===== config.mk =====
export PLATFORM = sky130hd
export DESIGN_NAME = lfsc_top
export DESIGN_NICKNAME = d
export VERILOG_FILES = /design/src/design/lfsc_pkg.sv /design/src/design/lfsc_spi_slave.sv /design/src/design/lfsc_top.sv
export VERILOG_INCLUDE_DIRS = /design/src /design/src/design
export SDC_FILE = /design/constraint.sdc
export NUM_CORES = 1
export LEC_CHECK = 0
export BUFFER_PORTS_ARGS = -buffer_cell sky130_fd_sc_hd__buf_4
export CAP_MARGIN = 15
export CORE_AREA = 2 2 96 98
export CTS_BUF_LIST = sky130_fd_sc_hd__clkbuf_16
export DETAILED_ROUTE_END_ITERATION = 6
export DIE_AREA = 0 0 98 100
export GPL_TIMING_DRIVEN = 1
export PLACE_DENSITY = 0.59
export SLEW_MARGIN = 15
export SYNTH_ARGS = -nofsm -noshare
export SYNTH_HDL_FRONTEND = slang
export SYNTH_SLANG_ARGS = --single-unit

===== constraint.sdc =====
create_clock -name mclk_i -period 2.6 [get_ports mclk_i]
set_input_delay 0.13 -clock mclk_i [delete_from_list [all_inputs] [get_ports mclk_i]]
set_output_delay 0.13 -clock mclk_i [all_outputs]
set_load 0.02 [all_outputs]

===== src/design/lfsc_cfg.svh =====
// constants for the line feed state control block: offsets, fields, reset values
// assumes inclusion by bare name from the package and the design modules
`ifndef LFSC_CFG_SVH
`define LFSC_CFG_SVH

// register offsets on the serial port (7-bit address)
`define LFSC_OFF_LINE_STATE 7'h40
`define LFSC_OFF_CURRENT_CAP 7'h47
`define LFSC_OFF_OPEN_VOLT 7'h48
`define LFSC_OFF_COMMON_VOLT 7'h49

// field positions
`define LFSC_LS_FIELD_LSB 0
`define LFSC_LS_FIELD_MSB 2
`define LFSC_LS_APPLIED_LSB 4
`define LFSC_LS_APPLIED_MSB 6

// reset values: 20 mA is code 0, 48 V is code 32, 3 V is code 2
`define LFSC_RST_LINE_STATE 3'h0
`define LFSC_RST_CURRENT_CAP 3'h0
`define LFSC_RST_OPEN_VOLT 6'h20
`define LFSC_RST_COMMON_VOLT 6'h02

// serial frame: command byte then data byte, bit 7 of the command set for a read
`define LFSC_SPI_READ_BIT 7
`define LFSC_SPI_CMD_BITS 5'h08
`define LFSC_SPI_FRAME_BITS 5'h10

`endif


===== src/design/lfsc_pkg.sv =====
// types shared by the line feed state control design
// assumes lfsc_cfg.svh is on the include path
package lfsc_pkg;
	`include "lfsc_cfg.svh"

	typedef enum logic [2:0] {
		LFSC_OPEN,
		LFSC_FWD_ACTIVE,
		LFSC_FWD_OHT,
		LFSC_TIP_OPEN,
		LFSC_RINGING,
		LFSC_REV_ACTIVE,
		LFSC_REV_OHT,
		LFSC_RING_OPEN
	} lfsc_line_state_e;

	typedef logic [7:0] lfsc_byte_t;
	typedef logic [6:0] lfsc_addr_t;
endpackage : lfsc_pkg


===== src/design/lfsc_spi_slave.sv =====
// serial register port: command byte (read flag, 7-bit address) then data byte
// assumes sclk idles low, data sampled on rising sclk and changed on falling sclk;
// pins are oversampled by mclk, so sclk must stay below about mclk/8
`timescale 1ns/1ns
`include "lfsc_cfg.svh"
module lfsc_spi_slave
	import lfsc_pkg::*;
(
	// clock and reset
	input wire logic mclk_i,
	input wire logic rst_n_i,
	// serial pins
	input wire logic sclk_i,
	input wire logic cs_n_i,
	input wire logic mosi_i,
	output logic miso_o,
	output logic miso_oe_o,
	// register side
	output lfsc_pkg::lfsc_addr_t addr_o,
	output lfsc_pkg::lfsc_byte_t wdata_o,
	output logic wr_o,
	input wire lfsc_pkg::lfsc_byte_t rdata_i
);
	import lfsc_pkg::*;

	// pins order: sclk, cs_n, mosi; first stage feeds only the second
	logic [2:0] s1_reg, s2_reg, s3_reg;
	logic [4:0] cnt_reg, cnt_next;
	lfsc_byte_t rx_reg, rx_next, cmd_reg, cmd_next, tx_reg, tx_next;
	logic miso_reg, miso_next, oe_reg, oe_next, wr_reg, wr_next;
	logic rise, fall, cs_act;

	assign rise = s2_reg[2] & ~s3_reg[2];
	assign fall = ~s2_reg[2] & s3_reg[2];
	assign cs_act = ~s2_reg[1];

	always_comb begin
		cnt_next = cnt_reg;
		rx_next = rx_reg;
		cmd_next = cmd_reg;
		tx_next = tx_reg;
		miso_next = miso_reg;
		wr_next = 1'b0;
		oe_next = cs_act;
		if (!cs_act) begin
			// a dropped select abandons a partial frame
			cnt_next = 5'h00;
		end else if (rise && cnt_reg < `LFSC_SPI_FRAME_BITS) begin
			rx_next = {rx_reg[6:0], s2_reg[0]};
			cnt_next = cnt_reg + 5'h01;
			if (cnt_reg == `LFSC_SPI_CMD_BITS - 5'h01) begin
				cmd_next = {rx_reg[6:0], s2_reg[0]};
			end
			if (cnt_reg == `LFSC_SPI_FRAME_BITS - 5'h01) begin
				wr_next = ~cmd_reg[`LFSC_SPI_READ_BIT];
			end
		end else if (fall && cnt_reg == `LFSC_SPI_CMD_BITS) begin
			// load on the first data fall, once cmd_reg holds this frame's address
			miso_next = rdata_i[7];
			tx_next = {rdata_i[6:0], 1'b0};
		end else if (fall && cnt_reg > `LFSC_SPI_CMD_BITS) begin
			miso_next = tx_reg[7];
			tx_next = {tx_reg[6:0], 1'b0};
		end
	end

	always_ff @(posedge mclk_i or negedge rst_n_i) begin
		if (!rst_n_i) begin
			s1_reg <= 3'h2;
			s2_reg <= 3'h2;
			s3_reg <= 3'h2;
			cnt_reg <= 5'h00;
			rx_reg <= 8'h00;
			cmd_reg <= 8'h00;
			tx_reg <= 8'h00;
			miso_reg <= 1'b0;
			oe_reg <= 1'b0;
			wr_reg <= 1'b0;
		end else begin
			s1_reg <= {sclk_i, cs_n_i, mosi_i};
			s2_reg <= s1_reg;
			s3_reg <= s2_reg;
			cnt_reg <= cnt_next;
			rx_reg <= rx_next;
			cmd_reg <= cmd_next;
			tx_reg <= tx_next;
			miso_reg <= miso_next;
			oe_reg <= oe_next;
			wr_reg <= wr_next;
		end
	end

	assign miso_o = miso_reg;
	assign miso_oe_o = oe_reg;
	assign wr_o = wr_reg;
	assign addr_o = cmd_reg[6:0];
	assign wdata_o = rx_reg;
endmodule : lfsc_spi_slave


===== src/design/lfsc_top.sv =====
// line feed state control: dc feed settings, eight line states, power alarm open
// assumes external transistors obey the drive enables and a comparator flags overpower
//
// Functional notes
// current cap is a three-bit code, 20 mA to 41 mA in 3 mA steps.
// open line voltage is a six-bit code, 0 to 94.5 V in 1.5 V steps.
// common offset voltage is six bits, headroom for the positive-most lead.
// settings hold 20 mA, 48 V, 3 V until software programs them first.
// eight line states, chosen by the written line state field unless auto-open on overpower forces the open state.
// open state drops every drive current; both leads undriven.
// block can force the open state itself on transistor overpower.
// forward and reverse active drive the line, audio paths powered down.
// on-hook transmission states power the audio paths up.
// tip open removes tip drive, keeps ring fed.
// ring open removes ring drive, keeps tip fed.
// ringing state drives the ringing waveform onto the line.
// field codes: 0 open,1 fa,2 fo,3 tip open,4 ring,5 ra,6 ro,7 ring open.
// overpower sets alarm flag, interrupt if enabled, open only if auto-open set.
// codes are linear: cap = 20 mA + 3 mA * code, voltages = 1.5 V * code.
// a written line state reaches the drive outputs one clock after the write.
`timescale 1ns/1ns
`include "lfsc_cfg.svh"
module lfsc_top
	import lfsc_pkg::*;
(
	// clock and reset
	input wire logic mclk_i,
	input wire logic rst_n_i,
	// serial register port
	input wire logic sclk_i,
	input wire logic cs_n_i,
	input wire logic mosi_i,
	output logic miso_o,
	output logic miso_oe_o,
	// power alarm pins
	input wire logic power_over_i,
	input wire logic auto_open_enable_i,
	input wire logic alarm_irq_enable_i,
	input wire logic alarm_clear_i,
	output logic power_alarm_o,
	output logic alarm_irq_o,
	// line drive controls
	output logic tip_drive_o,
	output logic ring_drive_o,
	output logic ringing_drive_o,
	output logic reverse_polarity_o,
	output logic audio_power_o,
	// dc feed settings
	output logic [2:0] loop_current_cap_o,
	output logic [5:0] open_line_voltage_o,
	output logic [5:0] common_offset_voltage_o
);
	import lfsc_pkg::*;

	logic rst_s1_reg, rst_n;
	// pins order: power_over, auto_open, irq_enable, alarm_clear
	logic [3:0] pin_s1_reg, pin_s2_reg;
	logic over_s, auto_s, irq_en_s, clear_s;

	lfsc_addr_t addr;
	lfsc_byte_t wdata, rdata;
	logic wr;

	lfsc_line_state_e field_reg, field_next, applied_reg, applied_next;
	logic [2:0] cap_reg, cap_next;
	logic [5:0] open_reg, open_next, common_reg, common_next;
	logic alarm_reg, alarm_next, irq_reg, irq_next;
	logic tip_reg, tip_next, ring_reg, ring_next, rng_reg, rng_next;
	logic rev_reg, rev_next, audio_reg, audio_next;

	// reset release through two flops
	always_ff @(posedge mclk_i or negedge rst_n_i) begin
		if (!rst_n_i) begin
			rst_s1_reg <= 1'b0;
			rst_n <= 1'b0;
		end else begin
			rst_s1_reg <= 1'b1;
			rst_n <= rst_s1_reg;
		end
	end

	always_ff @(posedge mclk_i or negedge rst_n) begin
		if (!rst_n) begin
			pin_s1_reg <= 4'h0;
			pin_s2_reg <= 4'h0;
		end else begin
			pin_s1_reg <= {power_over_i, auto_open_enable_i, alarm_irq_enable_i, alarm_clear_i};
			pin_s2_reg <= pin_s1_reg;
		end
	end

	assign {over_s, auto_s, irq_en_s, clear_s} = pin_s2_reg;

	lfsc_spi_slave u_spi (
		.mclk_i(mclk_i),
		.rst_n_i(rst_n),
		.sclk_i(sclk_i),
		.cs_n_i(cs_n_i),
		.mosi_i(mosi_i),
		.miso_o(miso_o),
		.miso_oe_o(miso_oe_o),
		.addr_o(addr),
		.wdata_o(wdata),
		.wr_o(wr),
		.rdata_i(rdata)
	);

	// read mux; unmapped addresses and unused upper bits read as zero
	always_comb begin
		rdata = 8'h00;
		unique case (addr)
			`LFSC_OFF_LINE_STATE: begin
				rdata[`LFSC_LS_FIELD_MSB:`LFSC_LS_FIELD_LSB] = field_reg;
				rdata[`LFSC_LS_APPLIED_MSB:`LFSC_LS_APPLIED_LSB] = applied_reg;
			end
			`LFSC_OFF_CURRENT_CAP: rdata = {5'h00, cap_reg};
			`LFSC_OFF_OPEN_VOLT: rdata = {2'h0, open_reg};
			`LFSC_OFF_COMMON_VOLT: rdata = {2'h0, common_reg};
			default: rdata = 8'h00;
		endcase
	end

	// register writes; the alarm open overrides a write in the same cycle
	always_comb begin
		field_next = field_reg;
		cap_next = cap_reg;
		open_next = open_reg;
		common_next = common_reg;
		if (wr) begin
			unique case (addr)
				`LFSC_OFF_LINE_STATE: begin
					field_next = lfsc_line_state_e'(
						wdata[`LFSC_LS_FIELD_MSB:`LFSC_LS_FIELD_LSB]);
				end
				`LFSC_OFF_CURRENT_CAP: cap_next = wdata[2:0];
				`LFSC_OFF_OPEN_VOLT: open_next = wdata[5:0];
				`LFSC_OFF_COMMON_VOLT: common_next = wdata[5:0];
				default: field_next = field_reg;
			endcase
		end
		if (over_s && auto_s) begin
			field_next = LFSC_OPEN;
		end
	end

	// power alarm: sticky flag with its interrupt copy
	always_comb begin
		// alarm set wins over a clear in the same cycle
		alarm_next = over_s | (alarm_reg & ~clear_s);
		irq_next = alarm_next & irq_en_s;
	end

	// state decode from the stored field, registered so outputs follow one edge later
	always_comb begin
		applied_next = field_reg;
		tip_next = 1'b0;
		ring_next = 1'b0;
		rng_next = 1'b0;
		rev_next = 1'b0;
		audio_next = 1'b0;
		unique case (field_reg)
			LFSC_OPEN: tip_next = 1'b0;
			LFSC_FWD_ACTIVE: {tip_next, ring_next} = 2'h3;
			LFSC_FWD_OHT: {tip_next, ring_next, audio_next} = 3'h7;
			LFSC_TIP_OPEN: ring_next = 1'b1;
			LFSC_RINGING: {tip_next, ring_next, rng_next} = 3'h7;
			LFSC_REV_ACTIVE: {tip_next, ring_next, rev_next} = 3'h7;
			LFSC_REV_OHT: {tip_next, ring_next, rev_next, audio_next} = 4'hF;
			LFSC_RING_OPEN: tip_next = 1'b1;
		endcase
	end

	// register bank
	always_ff @(posedge mclk_i or negedge rst_n) begin
		if (!rst_n) begin
			field_reg <= lfsc_line_state_e'(`LFSC_RST_LINE_STATE);
			cap_reg <= `LFSC_RST_CURRENT_CAP;
			open_reg <= `LFSC_RST_OPEN_VOLT;
			common_reg <= `LFSC_RST_COMMON_VOLT;
		end else begin
			field_reg <= field_next;
			cap_reg <= cap_next;
			open_reg <= open_next;
			common_reg <= common_next;
		end
	end

	always_ff @(posedge mclk_i or negedge rst_n) begin
		if (!rst_n) begin
			alarm_reg <= 1'b0;
			irq_reg <= 1'b0;
		end else begin
			alarm_reg <= alarm_next;
			irq_reg <= irq_next;
		end
	end

	// drive outputs; reset leaves both leads undriven until software picks a state
	always_ff @(posedge mclk_i or negedge rst_n) begin
		if (!rst_n) begin
			applied_reg <= lfsc_line_state_e'(`LFSC_RST_LINE_STATE);
			tip_reg <= 1'b0;
			ring_reg <= 1'b0;
			rng_reg <= 1'b0;
			rev_reg <= 1'b0;
			audio_reg <= 1'b0;
		end else begin
			applied_reg <= applied_next;
			tip_reg <= tip_next;
			ring_reg <= ring_next;
			rng_reg <= rng_next;
			rev_reg <= rev_next;
			audio_reg <= audio_next;
		end
	end

	assign power_alarm_o = alarm_reg;
	assign alarm_irq_o = irq_reg;
	assign tip_drive_o = tip_reg;
	assign ring_drive_o = ring_reg;
	assign ringing_drive_o = rng_reg;
	assign reverse_polarity_o = rev_reg;
	assign audio_power_o = audio_reg;
	assign loop_current_cap_o = cap_reg;
	assign open_line_voltage_o = open_reg;
	assign common_offset_voltage_o = common_reg;
endmodule : lfsc_top


==> results.md <==
Final layout:
- The final core area utilization is 0.420.
- The final layout contains 276 nets.
- The layout overhead on the synthesized area is 24.5%.
- The ratio of cells with drive above 1 in the final layout is 0.346.
- The library cell used most frequently in the layout, excluding fill and tap cells, is dfrtp_1.
- The number of flip-flops under the largest register name is 8.
- The finished layout cell area is 3730 um^2.
- Leaving out fill and tap cells, the most frequent cells in the layout are dfrtp_1 (70), mux2_2 (33), buf_4 (32).
- The number of antenna repair diodes is 0.

Setup path:
- The number of buffers and inverters on the critical path is 0.
- The slowest cell on the critical path is and2_1.
- Along the worst path, the maximum fanout reaches 9.
- The depth of the most critical reg-to-reg path is 4.
- In this run the critical register-to-register path is captured at u_spi.cmd_reg[4]$_DFFE_PN0P_.
- The critical register-to-register path startpoint is u_spi.cnt_reg[4]$_DFFE_PN0P_.
- The largest stage delay on the critical path is 0.49 ns.
- The critical path capture point is u_spi.cmd_reg[4]$_DFFE_PN0P_.
- The worst register-to-register path has a setup slack of 0.63 ns.
- The launching element of the worst setup path is u_spi.cnt_reg[4]$_DFFE_PN0P_.
- Data arrives at the worst endpoint at 2.18 ns.
- The total number of cells along the worst setup path is 4.
- The start-to-end type of the worst setup path is register to register.
- The kind of cell with the highest combined delay along the critical path is simple AND/OR/NAND/NOR gates.
- The type of element launching the critical path is a register.
- Data on the critical path is required at its endpoint by 2.81 ns.
- The type of destination of the critical path is a register.
- The critical path goes through nor3b_4, and2_1, nand4_4, mux2_2.

Logic synthesis:
- The netlist uses 43 different library cells.
- During synthesis, Yosys emitted a total of 0 warnings.
- The net count after synthesis is 230.
- Synthesis produced a netlist whose cell count is 218.
- The number of flops mapped to enable cells by yosys is 0.
- The post-synth design cell area is 3000 um^2.
- Ranked by total cell area, the synthesized netlist is headed by dfrtp_1 (59%), mux2_2 (12%), dfstp_2 (3.5%).
- The cell type contributing the most total cell area after synthesis is dfrtp_1.
- After synthesis the netlist holds a flip-flop and latch count of 75.
- The sequential-to-total area share from yosys stat is 0.628.
- The most used flip-flop cell after synthesis is dfrtp_1.
- The share of synthesized area in the top cell type comes to 0.593.
- In the synthesized netlist the async set-or-reset flop fraction comes to 1.00.
- A synthesized cell averages 13.7 um^2.

Power and ir drop:
- The worst-case IR drop observed on VDD is 0.477 mV.
- Dividing total power by cell area gives a power density of 699 nW/um^2.
- For this design the static power due to leakage is 1.80 nW.

Drt:
- The count of antenna-violating nets left after detailed routing is 0.
- Dividing the detail-routed wire length by the instance count gives 14.8 um.
- In this run, the number of DRC markers left after iteration 0 of detailed routing was 55.
- The total via count in the routed design is 1835.
- The count of unresolved DRC violations after routing is 0.
- The number of vias per cell is 4.83.
- The wire length after detailed routing is 5620 um.
- The iteration count of the initial detailed-routing pass is 4.

Global route:
- The first global-routing pass estimated 9230 um of wire.
- The number of antenna violations at the first check in global routing is 0.
- The global-route congestion overflow total is 0.
- The via count of the first global-routing pass is 1824.
- Across every metal layer, demand over resource in global routing totals 0.123.
- The largest net degree at the start of global routing is 55.

CTS:
- The H-tree was split into 3 levels.
- In this run the clock root is driven by a clkbuf_16.
- Clock-pin slew was measured on the worst setup and hold paths at 0.06 ns.
- No sink is reached through more buffers than the 2 on the longest clock path.
- The post-CTS setup repair buffer count is 0.
- Gates resized during post-CTS repair numbered 0.
- Hold repair after CTS inserted 8 buffers.
- The clock drives 75 sinks.
- TritonCTS built the clock tree.
- Clock tree synthesis inserted a total of 9 buffers.
- The clock network latency to the later pin of the worst-skew pair is 0.33 ns.

Floorplanning:
- The count of boundary I/O pins is 33.
- The die is 98 um wide.
- The die covers 9800 um^2.
- The floorplan core area is 8890 um^2.
- The number of core rows is 35.
- For this configuration, the core starts out at a cell density of 0.337.
- The height of the die is 100 um.

Timing:
- Setup repair after global routing left no endpoint under its margin.
- The number of max-slew violations in the final report came to 0.
- The max-slew headroom at the worst pin is 0.651.
- The portion of the clock cycle consumed by the worst path in the final layout is 0.758.
- The final critical-path required period is 1.97 ns.
- The hold violation total from the final report is 0.
- After routing, the total negative slack on setup checks comes to 0 ns.
- Static timing analysis puts the maximum clock frequency at 0.508 GHz.
- The transition time at the pin with the least slew margin is 0.518 ns.
- Setup violations remaining at the end of the flow were counted as 0.
- The worst path meets setup with 0.630 ns of slack.
- Across the routed clock network, the largest skew measured is 0.00497 ns.

Job:
- Max-cap violations in this run came to 0.

Placement:
- During placement, the flow inserted port buffers numbering 32.
- In this run the cell area measured after placement is 3360 um^2.
- At the end of routability-driven placement, the weighted congestion stood at 0.783.
- The wire-length estimate of the detail-placed layout is 3860 um.
- OpenSTA, run right after detailed placement, puts the worst setup slack at 0.640 ns.

Run status:
- The flow ran to the end, and the final reports show no timing, DRC or antenna violations.

Min path:
- The class of the worst hold path is input port to async pin.
## power by group
group / internal (W) / total [W] / leakage [nW] / switching [W]
Combinational: 0.0000656 / 0.000110 / 0.678 / 0.0000442
Sequential: 0.00123 / 0.00131 / 0.979 / 0.0000803
Clock: 0.000730 / 0.00119 / 0.141 / 0.000457
## logic make-up after synthesis
logic type,synth area share
flip-flops,0.628
AND/OR/NAND/NOR,0.124
multiplexers,0.144
AO/OA/AOI/OAI,0.0610
buffers and inverters,0.0175
XOR/XNOR,0.0117
adder cells (fa/ha/maj),0.0125
other,0.00125
## synth_stat cells (2+ instances only)
cell       n
a21oi_1   14
a22o_1     3
a22oi_1    5
and2_1     3
and3_1     4
buf_2      3
clkbuf_1   2
dfrtp_1   71
dfstp_2    4
ha_1       3
inv_1      5
mux2_2    33
mux2i_1    6
nand2_1    3
nand2b_1   2
nand3_1    6
nand4_1    4
nor2_1    12
nor2b_1    2
nor3_1     4
o21ai_0    5
xor2_1     3
## worst min path at each step
stage	end	depth (start not counted)	start
after detailed placement	rst_s1_reg$_DFF_PN0_	1	rst_n_i
after floorplan	rst_n$_DFF_PN0_	0	rst_n_i
final	rst_n$_DFF_PN0_	2	rst_n_i
after global routing	rst_n$_DFF_PN0_	2	rst_n_i
after CTS	rst_n$_DFF_PN0_	2	rst_n_i
after global placement	rst_s1_reg$_DFF_PN0_	1	rst_n_i
## through the flow
step,hold slack (ns),power (W),cells
floorplan,-0.166,0.00137,218
global placement,-0.0861,0.00143,356
detailed placement,-0.0854,0.00144,356
CTS,0.107,0.00265,380
global route,0.107,0.00271,380
finish,0.121,0.00261,380
## per-layer routing
layer | routed length, um | part of all wire | vias up | GRT usage
li1 | - | - | 871 | -
met1 | 2630 | 0.47 | 921 | 0.161
met2 | 2730 | 0.49 | 34 | 0.192
met3 | 184 | 0.033 | 9 | 0.0425
met4 | 67 | 0.012 | 0 | 0.0417
met5 | 0 | 0 | - | 0
## final cells by class
class                   count  area, um^2
clock inverters             7        61.3
inverters                   5        18.8
flip-flops and latches     75        1880
multi-input cells         132        1060
well taps                 111         139
repair buffers             41         340
clock buffers               9         225
fillers                   840        5160
Power figures use the tool's default switching activity.
